`config.mk`:
```
export PLATFORM = sky130hd
export DESIGN_NAME = ufc_top
export DESIGN_NICKNAME = d
export VERILOG_FILES = /design/src/rtl/ufc_pkg.sv /design/src/rtl/ufc_mem.sv /design/src/rtl/ufc_top.sv
export VERILOG_INCLUDE_DIRS = /design/src /design/src/rtl
export SDC_FILE = /design/constraint.sdc
export NUM_CORES = 1
export LEC_CHECK = 0
export BUFFER_PORTS_ARGS = -buffer_cell sky130_fd_sc_hd__buf_2
export CORE_ASPECT_RATIO = 1.4
export CORE_MARGIN = 5
export CORE_UTILIZATION = 55
export DETAILED_ROUTE_END_ITERATION = 8
export PLACE_DENSITY_LB_ADDON = 0.08
export SYNTH_ARGS = -nofsm -noshare
export SYNTH_HDL_FRONTEND = slang
export SYNTH_SLANG_ARGS = --single-unit
```
`constraint.sdc`:
```
create_clock -name SYS_CLK -period 8.2 [get_ports SYS_CLK]
set_clock_uncertainty 0.05 [all_clocks]
set_input_delay 1.64 -clock SYS_CLK [delete_from_list [all_inputs] [get_ports SYS_CLK]]
set_output_delay 1.64 -clock SYS_CLK [all_outputs]
set_load 0.02 [all_outputs]
```
`src/rtl/ufc_defs.svh`:
```
// Constants for the UART FIFO control block: field positions, reset values,
// trigger levels and flush timing.
// Assumes inclusion by bare name from every design file that needs it.
`ifndef UFC_DEFS_SVH
`define UFC_DEFS_SVH

// ****************************************
// FIFO geometry
// ****************************************
`define UFC_DEPTH 7'h40
`define UFC_PTR_W 6
`define UFC_CNT_W 7

// ****************************************
// Control register fields and reset value
// ****************************************
`define UFC_CTRL_RESET 8'h00
`define UFC_BIT_ENABLE 0
`define UFC_BIT_RX_FLUSH 1
`define UFC_BIT_TX_FLUSH 2
`define UFC_RX_TRIG_HI 7
`define UFC_RX_TRIG_LO 6
`define UFC_TX_TRIG_HI 5
`define UFC_TX_TRIG_LO 4

// ****************************************
// Trigger levels (characters / spaces)
// ****************************************
`define UFC_RX_LVL_0 7'h08
`define UFC_RX_LVL_1 7'h10
`define UFC_RX_LVL_2 7'h38
`define UFC_RX_LVL_3 7'h3C
`define UFC_TX_LVL_0 7'h08
`define UFC_TX_LVL_1 7'h10
`define UFC_TX_LVL_2 7'h20
`define UFC_TX_LVL_3 7'h38

// ****************************************
// Flush timing in crystal clock periods, and in system clocks
// ****************************************
`define UFC_FLUSH_XTAL_PERIODS 2
`define UFC_FLUSH_CLKS (`UFC_FLUSH_XTAL_PERIODS)

`endif

```
`src/rtl/ufc_pkg.sv`:
```
// Types shared by the UART FIFO control block.
// Assumes nothing beyond a SystemVerilog compiler.
package ufc_pkg;

    // Byte carried through the FIFOs
    typedef logic [7:0] ufc_byte_t;

    // Flush sequencer, Gray coded along idle -> clear1 -> clear2
    typedef enum logic [1:0] {
        UFC_IDLE = 2'h0,
        UFC_CLR1 = 2'h1,
        UFC_CLR2 = 2'h3
    } ufc_flush_t;

endpackage

```
`src/rtl/ufc_mem.sv`:
```
// Small dual-port byte memory used as FIFO storage.
// Assumes one clock; read data come out of a register one cycle after re.
`timescale 1ns/1ps
`include "ufc_defs.svh"

module ufc_mem (
    // Clock
    input wire logic clk,
    // Write port
    input wire logic we,
    input wire logic [`UFC_PTR_W-1:0] waddr,
    input wire ufc_pkg::ufc_byte_t wdata,
    // Read port
    input wire logic re,
    input wire logic [`UFC_PTR_W-1:0] raddr,
    output ufc_pkg::ufc_byte_t rdata
);
    import ufc_pkg::*;

    ufc_byte_t store [64];
    ufc_byte_t next_rdata;

    // Read data selection
    always_comb begin
        next_rdata = re ? store[raddr] : rdata;
    end

    // Storage and registered read
    always_ff @(posedge clk) begin
        if (we) begin
            store[waddr] <= wdata;
        end
        rdata <= next_rdata;
    end

endmodule // ufc_mem

```
`src/rtl/ufc_top.sv`:
```
// FIFO control for one UART: control register, two 64-byte FIFOs, flush and
// trigger logic. Assumes the host keeps its own flush wait before data access.
// Summary of operation
// - The FIFO control register is write-only and sets enable, flushes and both trigger thresholds.
// - Bits 7:6 choose the receive threshold of 8, 16, 56 or 60 characters.
// - Bits 5:4 choose the transmit threshold of 8, 16, 32 or 56 free spaces.
// - The transmit threshold field changes and takes effect only while enhanced functions are enabled.
// - Writing 1 to bit 2 empties the transmit FIFO and its count, leaving the shifter alone, then self-clears.
// - Writing 1 to bit 1 empties the receive FIFO and its count, leaving the shifter alone, then self-clears.
// - Bit 0 enables both FIFOs when 1 and disables both when 0, disabled after reset.
// - A flush lasts at least two crystal clock cycles.
// - With the FIFOs disabled, received characters are still kept in the first receive location.
`timescale 1ns/1ps
`include "ufc_defs.svh"

module ufc_top (
    // Clock and reset
    input wire logic SYS_CLK,
    input wire logic RESET,
    // Control register write port
    input wire logic CTRL_WR,
    input wire ufc_pkg::ufc_byte_t CTRL_DATA,
    input wire logic ENH_FUNC_EN,
    output ufc_pkg::ufc_byte_t FIFO_CTRL,
    // Receive side: shifter pushes, host pops
    input wire logic RX_PUSH,
    input wire ufc_pkg::ufc_byte_t RX_IN_DATA,
    input wire logic RX_POP,
    output ufc_pkg::ufc_byte_t RX_DATA,
    output logic RX_DATA_VALID,
    output logic [`UFC_CNT_W-1:0] RX_LEVEL,
    output logic RX_TRIG,
    // Transmit side: host pushes, shifter pulls
    input wire logic TX_WR,
    input wire ufc_pkg::ufc_byte_t TX_IN_DATA,
    input wire logic TX_PULL,
    output ufc_pkg::ufc_byte_t TX_DATA,
    output logic TX_DATA_VALID,
    output logic [`UFC_CNT_W-1:0] TX_LEVEL,
    output logic TX_TRIG
);
    import ufc_pkg::*;

    // ****************************************
    // Decoders
    // ****************************************

    // Receive threshold in characters
    function automatic logic [`UFC_CNT_W-1:0] rx_level(input logic [1:0] sel);
        case (sel)
            2'h0: rx_level = `UFC_RX_LVL_0;
            2'h1: rx_level = `UFC_RX_LVL_1;
            2'h2: rx_level = `UFC_RX_LVL_2;
            default: rx_level = `UFC_RX_LVL_3;
        endcase
    endfunction

    // Transmit threshold in free spaces
    function automatic logic [`UFC_CNT_W-1:0] tx_level(input logic [1:0] sel);
        case (sel)
            2'h0: tx_level = `UFC_TX_LVL_0;
            2'h1: tx_level = `UFC_TX_LVL_1;
            2'h2: tx_level = `UFC_TX_LVL_2;
            default: tx_level = `UFC_TX_LVL_3;
        endcase
    endfunction

    // ****************************************
    // Control register
    // ****************************************

    ufc_byte_t ctrl;
    ufc_byte_t next_ctrl;
    logic [1:0] flush_req;
    logic en_change;
    ufc_flush_t flush_st [2];

    assign en_change = CTRL_WR && (CTRL_DATA[`UFC_BIT_ENABLE] != ctrl[`UFC_BIT_ENABLE]);
    // Changing the enable empties both FIFOs so no stale pointer survives
    assign flush_req[0] = (CTRL_WR && CTRL_DATA[`UFC_BIT_RX_FLUSH]) || en_change;
    assign flush_req[1] = (CTRL_WR && CTRL_DATA[`UFC_BIT_TX_FLUSH]) || en_change;

    // Next control value; write-only, changed only by writes except the flush bits, which self-clear
    always_comb begin
        next_ctrl = ctrl;
        if (CTRL_WR) begin
            next_ctrl[`UFC_RX_TRIG_HI:`UFC_RX_TRIG_LO] = CTRL_DATA[`UFC_RX_TRIG_HI:`UFC_RX_TRIG_LO];
            next_ctrl[`UFC_BIT_ENABLE] = CTRL_DATA[`UFC_BIT_ENABLE];
            if (ENH_FUNC_EN) begin
                next_ctrl[`UFC_TX_TRIG_HI:`UFC_TX_TRIG_LO] = CTRL_DATA[`UFC_TX_TRIG_HI:`UFC_TX_TRIG_LO];
            end
        end
        // Flush bits self-clear at the end of clear2; a new request wins
        for (int i = 0; i < 2; i++) begin
            if (flush_req[i]) begin
                next_ctrl[`UFC_BIT_RX_FLUSH + i] = 1'b1;
            end else if (flush_st[i] == UFC_CLR2) begin
                next_ctrl[`UFC_BIT_RX_FLUSH + i] = 1'b0;
            end
        end
        next_ctrl[3] = 1'b0;
    end

    // Control register flops, FIFOs disabled after reset
    always_ff @(posedge SYS_CLK) begin
        if (RESET) begin
            ctrl <= `UFC_CTRL_RESET;
        end else begin
            ctrl <= next_ctrl;
        end
    end

    assign FIFO_CTRL = ctrl;

    // ****************************************
    // FIFO channels: 0 = receive, 1 = transmit
    // ****************************************

    logic push [2];
    logic pop [2];
    ufc_byte_t din [2];
    ufc_byte_t dout [2];
    logic [`UFC_PTR_W-1:0] wptr [2];
    logic [`UFC_PTR_W-1:0] rptr [2];
    logic [`UFC_CNT_W-1:0] cnt [2];
    logic vld [2];
    logic trig [2];
    logic mem_we [2];
    logic mem_re [2];
    logic [1:0] tx_sel;

    assign push[0] = RX_PUSH;
    assign pop[0] = RX_POP;
    assign din[0] = RX_IN_DATA;
    assign push[1] = TX_WR;
    assign pop[1] = TX_PULL;
    assign din[1] = TX_IN_DATA;
    // Transmit threshold only acts while enhanced functions are on
    assign tx_sel = ENH_FUNC_EN ? next_ctrl[`UFC_TX_TRIG_HI:`UFC_TX_TRIG_LO] : 2'h0;

    for (genvar g = 0; g < 2; g++) begin : g_chan
        ufc_flush_t next_st;
        logic [`UFC_PTR_W-1:0] next_wptr;
        logic [`UFC_PTR_W-1:0] next_rptr;
        logic [`UFC_CNT_W-1:0] next_cnt;
        logic [`UFC_CNT_W-1:0] cap;
        logic next_vld;
        logic next_trig;
        logic wr_ok;
        logic rd_ok;
        logic run;

        // Disabled FIFOs hold one byte in location zero
        assign cap = ctrl[`UFC_BIT_ENABLE] ? `UFC_DEPTH : 7'h01;
        assign run = (flush_st[g] == UFC_IDLE) && !flush_req[g];
        // Disabled receiver overwrites its holding byte rather than drop it
        assign wr_ok = push[g] && ((cnt[g] < cap) || (g == 0 && !ctrl[`UFC_BIT_ENABLE]));
        assign rd_ok = pop[g] && (cnt[g] != 7'h00);
        // Data ports are ignored while a flush runs
        assign mem_we[g] = run && wr_ok;
        assign mem_re[g] = run && rd_ok;

        // Flush sequencer and FIFO pointers
        always_comb begin
            next_st = flush_st[g];
            next_wptr = wptr[g];
            next_rptr = rptr[g];
            next_cnt = cnt[g];
            next_vld = 1'b0;
            if (flush_req[g]) begin
                next_st = UFC_CLR1;
            end else begin
                case (flush_st[g])
                    UFC_IDLE: next_st = UFC_IDLE;
                    UFC_CLR1: next_st = UFC_CLR2;
                    UFC_CLR2: next_st = UFC_IDLE;
                    default: next_st = UFC_IDLE;
                endcase
            end
            if (!run) begin
                // Empty storage and level; shifters are outside and untouched
                next_wptr = '0;
                next_rptr = '0;
                next_cnt = 7'h00;
            end else begin
                if (wr_ok && ctrl[`UFC_BIT_ENABLE]) begin
                    next_wptr = wptr[g] + 6'h01;
                end
                if (rd_ok && ctrl[`UFC_BIT_ENABLE]) begin
                    next_rptr = rptr[g] + 6'h01;
                end
                next_vld = rd_ok;
                if (wr_ok && !rd_ok && cnt[g] < cap) begin
                    next_cnt = cnt[g] + 7'h01;
                end else if (rd_ok && !wr_ok) begin
                    next_cnt = cnt[g] - 7'h01;
                end
            end
            if (g == 0) begin
                next_trig = next_cnt >= rx_level(next_ctrl[`UFC_RX_TRIG_HI:`UFC_RX_TRIG_LO]);
            end else begin
                next_trig = (`UFC_DEPTH - next_cnt) >= tx_level(tx_sel);
            end
        end

        // Channel flops
        always_ff @(posedge SYS_CLK) begin
            if (RESET) begin
                flush_st[g] <= UFC_IDLE;
                wptr[g] <= '0;
                rptr[g] <= '0;
                cnt[g] <= 7'h00;
                vld[g] <= 1'b0;
                trig[g] <= 1'b0;
            end else begin
                flush_st[g] <= next_st;
                wptr[g] <= next_wptr;
                rptr[g] <= next_rptr;
                cnt[g] <= next_cnt;
                vld[g] <= next_vld;
                trig[g] <= next_trig;
            end
        end

        // Storage for this channel
        ufc_mem u_mem (
            .clk(SYS_CLK),
            .we(mem_we[g]),
            .waddr(wptr[g]),
            .wdata(din[g]),
            .re(mem_re[g]),
            .raddr(rptr[g]),
            .rdata(dout[g])
        );
    end

    // Output mapping, all from flops
    assign RX_DATA = dout[0];
    assign RX_DATA_VALID = vld[0];
    assign RX_LEVEL = cnt[0];
    assign RX_TRIG = trig[0];
    assign TX_DATA = dout[1];
    assign TX_DATA_VALID = vld[1];
    assign TX_LEVEL = cnt[1];
    assign TX_TRIG = trig[1];
endmodule // ufc_top

```
## Word level (Yosys, flattened, before mapping)

Memories as Yosys holds them, arrays and structs flattened. A register that Yosys moved wholly into a read port is not among the register bits.
Index checks and enable logic that the tools add are counted.

| storage, ports and cells | value |
|---|---|
| word-level logic and storage cells | 137 |
| bits in read-only memories | 0 |
| output and inout port bits | 42 |
| memories | 8 |
| bits of input ports | 32 |
| RAM bits | 1,070 |
| bits in latches | 0 |
| bits in registers | 8 |

Memory list:

| name | depth | width | read ports | clocked after Yosys merged registers in | write ports | RTL line | source |
|---|---|---|---|---|---|---|---|
| g_chan[0].u_mem.store | 64 | 8 | 1 | 1 | 1 | ufc_mem.sv:20 | `ufc_byte_t store [64];` |
| g_chan[1].u_mem.store | 64 | 8 | 1 | 1 | 1 | ufc_mem.sv:20 |  |
| cnt | 2 | 7 | 2 | 0 | 2 | ufc_top.sv:125 | `` logic [`UFC_CNT_W-1:0] cnt [2]; `` |
| rptr | 2 | 6 | 2 | 0 | 2 | ufc_top.sv:124 | `` logic [`UFC_PTR_W-1:0] rptr [2]; `` |
| wptr | 2 | 6 | 2 | 0 | 2 | ufc_top.sv:123 | `` logic [`UFC_PTR_W-1:0] wptr [2]; `` |
| flush_st | 2 | 2 | 2 | 0 | 2 | ufc_top.sv:76 | `ufc_flush_t flush_st [2];` |
| +2 memories | - | - | - | - | - | - |  |

| operators by class | value |
|---|---|
| shift-type cells | 0 |
| reductions and logical operators | 41 |
| multipliers | 0 |
| bitwise logic cells | 12 |
| equal/unequal tests | 9 |
| magnitude comparators | 4 |
| mux-type cells | 49 |
| divide/modulo/power cells | 0 |
| add/subtract/negate cells | 9 |

Operators with widths:

| operator | number |
|---|---|
| $mux W6 | 12 |
| $mux W7 | 9 |
| $pmux W6 S3 | 2 |
| $add A6 B1 Y6 const B | 4 |
| $logic_and A1 B1 Y1 | 23 |
| $mux W1 | 17 |
| $mux W2 | 8 |
| $add A7 B1 Y7 const B | 2 |
| $ge A7 B7 Y1 | 2 |
| $lt A7 B7 Y1 | 2 |
| $reduce_bool A7 Y1 | 2 |
| $sub A7 B1 Y7 const B | 2 |
| $or A1 B1 Y1 | 12 |
| $eq A2 B1 Y1 const B | 4 |
| $eq A2 B2 Y1 const B | 4 |
| $logic_not A2 Y1 | 4 |
| $logic_not A1 Y1 | 7 |
| $sub A7 B7 Y7 const A | 1 |
| $mux W4 | 1 |
| $reduce_bool A2 Y1 | 2 |
| $logic_or A1 B1 Y1 | 3 |
| $ne A1 B1 Y1 | 1 |

## Longest topological paths before layout

| depth | value |
|---|---|
| depth after elaboration | 11 |
| mapped depth | 16 |
| gate-level depth less buffers | 15 |

## By module

Synthesis repeated with hierarchy kept, for this count alone.

| unflattened totals | value |
|---|---|
| cells, all modules | 2,223 |
| area, all modules | 43,412.9 µm² |

Modules (own cells, without submodules):

| module | instances | area an instance (µm²) | seq. area each (µm²) | cells each |
|---|---|---|---|---|
| ufc_mem | 2 | 20,246.9 | 15,615.0 | 940 |
| ufc_top | 1 | 2,919.0 | 1,061.0 | 343 |

## Worst setup path after synthesis

No wires, ideal clock.

| timing | value |
|---|---|
| kind | input-to-reg |
| start | in CTRL_DATA[0] |
| end | mem trig[1] |
| required time | 8,073 ps |
| data arrival time | 3,974 ps |
| buffers on the path | 1 |
| stages | 13 |
| library setup time | 77 ps |
| slack | 4,099 ps |
| path through | xor2_1 -> o21a_1 -> or3_1 -> clkbuf_1 -> a211o_1 -> nand2_1 -> or2_2 -> o21ai_0 -> and2b_2 -> ha_1 -> nand3_1 -> o221a_2 -> a41oi_2 |

RTL lines:

| item | RTL line | source |
|---|---|---|
| start: declaration | ufc_top.sv:22 | `input wire ufc_pkg::ufc_byte_t CTRL_DATA,` |
| end: declaration | ufc_top.sv:127 | `logic trig [2];` |

## Final worst setup path

| timing | value |
|---|---|
| start | in CTRL_DATA[0] |
| end | mem g_chan[0].u_mem.store[16][4] in the netlist's numbering, enable pin |

| on the way | value |
|---|---|
| longest elaborated chain between the ends | 8 |

Ends and longest elaborated chain:

| item | RTL line | source |
|---|---|---|
| $ne A1 B1 Y1 | ufc_top.sv:78 | `` assign en_change = CTRL_WR && (CTRL_DATA[`UFC_BIT_ENABLE] != ctrl[`UFC_BIT_ENABLE]); `` |
| $logic_and A1 B1 Y1 | ufc_top.sv:78 |  |
| $logic_or A1 B1 Y1 | ufc_top.sv:80 | `` assign flush_req[0] = (CTRL_WR && CTRL_DATA[`UFC_BIT_RX_FLUSH]) \|\| en_change; `` |
| $logic_not A1 Y1 | ufc_top.sv:155 | `assign run = (flush_st[g] == UFC_IDLE) && !flush_req[g];` |
| $logic_and A1 B1 Y1 | ufc_top.sv:155 |  |
| $logic_and A1 B1 Y1 | ufc_top.sv:160 | `assign mem_we[g] = run && wr_ok;` |
| $mux W1 | ufc_mem.sv:30 | `if (we) begin` |
| $mux W1 (not written as such) | ufc_mem.sv:31 | `store[waddr] <= wdata;` |
| end: declaration | ufc_mem.sv:20 |  |

No other way between the ends.

==> impl_metrics.tcl <==
set metrics [dict create \
    status "finished, final reports clean" \
    hold_buffers 0 \
    fin_cells 3200 \
    path_class "in -> reg" \
    min_period_ps 4570 \
    grt-ovfl-total 0 \
    cp-end-kind "register" \
    combinationalPowerShare_pct 2.8 \
    post-cts-setup-buffers 0 \
    slew_headroom_pct 17.1 \
    cts_buffer_depth 3 \
    dr.pass1.iters 5 \
    die_x_um 246 \
    cts_buffers 100 \
    setup_viol 0 \
    power_switching_w 0.00222 \
    grt_pass1_vias 20300 \
    drc_errors 0 \
    p_int_w 0.00886 \
    n_fill_cell 5440 \
    r2r-end "g_chan[1].u_mem.store[7][7]" \
    hpwl_um 56800 \
    rr_worst_depth 6 \
    synth_area_per_cell_um2 21.6 \
    cts_max_level 3 \
    r2r_slack_ps 4080 \
    sw_frac_of_total_pct 20.0 \
    ys_seq_elements 1093 \
    synthArstFlopShare_pct 0 \
    root_buffer "clkbuf_16" \
    period_share_pct 55.8 \
    startpoint "CTRL_DATA[0]" \
    clockPowerShare_pct 41.8 \
    cts_sinks 1093 \
    post_cts_resized 0 \
    tns_ps 0 \
    antenna_found_initial 0 \
    hold_class "reg -> reg" \
    rsz0062_at_grt "no" \
    dr.first_iter.drc_count 1529 \
    core_mm2 0.0775 \
    initial_core_util_pct 55.2 \
    syn_area_mm2 0.0428 \
    cp.arrival_ps 4780 \
    ios 74 \
    routedWlPerCell_um 28.7 \
    dp_cells 3014 \
    finalHoldWorstSlack_ps 419 \
    finalHoldViolations 0 \
    area_delta_synth_final_pct 11.1 \
    power.share.sequential_pct 55.4 \
    postSynthCellCount 1984 \
    synth_edf_count 1040 \
    layout.nets 2121 \
    cp.required_ps 8410 \
    grt_start_max_net_pins 98 \
    drt-total-wl_um 92000 \
    fp-row-count 121 \
    antenna_cells 0 \
    peakVddDrop_mv 0.228 \
    clk_pin_slew_ps 60 \
    p_leak_nw 14.3 \
    slew_violations 0 \
    cts_tree "yes" \
    synth_fp_nets 2034 \
    worstSetupEndpoint "g_chan[0].u_mem.store[16][4]" \
    final_core_utilization_pct 61.3 \
    via_count 19600 \
    crit_path_start_kind "input port" \
    p_per_area_mw_per_mm2 233 \
    drive_above_1_share_pct 28.5 \
    synthFlopType "edfxtp_1" \
    grt_usage_pct 22.2 \
    grt_pass1_wl_um 137000 \
    gp_congestion 0.829 \
    die_area_mm2 0.0835 \
    drtAntennaViolNets 0 \
    reg2reg_from "FIFO_CTRL[0]" \
    routed_via_density 6.12 \
    fmax_mhz 219 \
    yosysSeqAreaShare_pct 75.5 \
    synth_cell_types 56 \
    ys_warn_count 0 \
    cp_max_fo 8 \
    fp.dieH_um 340 \
    maxCapViolations 0 \
    worstSkewPairLatency_ps 650 \
    worst_pin_slew_ps 1240 \
    port_buffers 71 \
]
## through the flow
stage                     instance area [µm²]  setup slack (ps)  total power, W
final                                   47500              3630          0.0111
after global routing                    47500              3530          0.0114
after CTS                               47500              3580          0.0112
after detailed placement                44200              2910         0.00657
after global placement                  44200              2950         0.00656
after floorplan                         42800              4100         0.00641
## critical path, cell delays in order
cell	delay (ps)
buf_2	110
xor2_1	140
o21ai_0	350
nand2b_1	170
or2_2	410
nor3_1	690
nand3b_1	460
nor2_1	810
## state kept, by name (all words and copies together) (netlist names)
signal and cells:
FIFO_CTRL 7, cnt 14, flush_st 4, g_chan.u_mem.rdata 16, g_chan.u_mem.store 1024, rptr 12
trig 2, vld 2, wptr 12
## metal layers
metal | vias up | wire length (µm) | global-route usage (%)
li1 | 8429 | - | -
met1 | 10400 | 34200 | 28.1
met2 | 566 | 50300 | 39.6
met3 | 144 | 4300 | 3.25
met4 | 0 | 3110 | 7.49
met5 | - | 0 | 0
## cell usage after synthesis, types with 9 or more instances
cell type | number | share of area [%]
a21oi_1 | 17 | 0.20
mux2i_1 | 9 | 0.21
ha_1 | 18 | 0.53
or3_1 | 10 | 0.15
nand2_1 | 38 | 0.33
dfxtp_1 | 53 | 2.5
mux4_2 | 336 | 18
nand4_1 | 17 | 0.25
nand3_1 | 20 | 0.23
xor2_1 | 18 | 0.37
buf_1 | 47 | 0.41
clkbuf_1 | 63 | 0.55
xnor2_1 | 10 | 0.20
o21ai_0 | 10 | 0.12
nor2_1 | 181 | 1.6
edfxtp_1 | 1040 | 73
## cell usage in the layout (no fill, tap or decap), drive strengths merged, types with 7 or more instances in the layout
cell | Yosys | final
mux4 | 336 | 336
edfxtp | 1040 | 1040
inv | 8 | 10
buf | 48 | 96
nand3b | 8 | 8
nand3 | 20 | 20
xnor2 | 10 | 10
clkbuf | 63 | 130
dfxtp | 53 | 53
ha | 18 | 18
clkinv | 0 | 40
bufinv | 0 | 8
o21ai | 15 | 15
nor2 | 181 | 181
a21oi | 18 | 18
mux2i | 9 | 9
nor3 | 7 | 7
or3 | 10 | 10
nand4 | 17 | 17
xor2 | 18 | 18
nor2b | 8 | 8
nand2 | 39 | 39
## cells by family after synthesis
family                     share of synthesized area (%)
AOI/OAI and AO/OA                                  0.839
DFF                                                 75.5
xor gates and xnor gates                           0.573
buffers and inverters                               1.05
adders and majority gates                          0.526
muxes                                               18.0
other                                            0.00876
and+or+nand+nor                                     3.58
## final cells by class
type                       count  area [µm²]  share of cell area [%]
sequential                  1093       32300                    68.0
timing repair buffer          96         556                    1.17
tap                         1045        1310                    2.75
clock inverter                56         495                    1.04
multi-input combinational    772       10000                    21.1
clock buffer                 130        2780                    5.85
inverter                       8        30.0                  0.0632
## power by group through the flow
stage / Combinational (W) / Sequential [W] / Clock (W)
after floorplan: 0.000148 / 0.00627 / 0
after detailed placement: 0.000312 / 0.00626 / 0
after global routing: 0.000333 / 0.00614 / 0.00497
final: 0.000306 / 0.00614 / 0.00463
after CTS: 0.000312 / 0.00614 / 0.00472
after global placement: 0.000300 / 0.00626 / 0
## worst min path at each step
stage | startpoint | end | slack [ps] | cells past startpoint
after floorplan | flush_st[1][1] | flush_st[1][1] | 430 | 1
final | FIFO_CTRL[1] | FIFO_CTRL[1] | 420 | 2
after global placement | FIFO_CTRL[1] | FIFO_CTRL[1] | 410 | 2
after global routing | FIFO_CTRL[1] | FIFO_CTRL[1] | 430 | 2
after CTS | FIFO_CTRL[1] | FIFO_CTRL[1] | 420 | 2
after detailed placement | FIFO_CTRL[1] | FIFO_CTRL[1] | 410 | 2
Note: power is estimated with default switching activity, not from simulation.
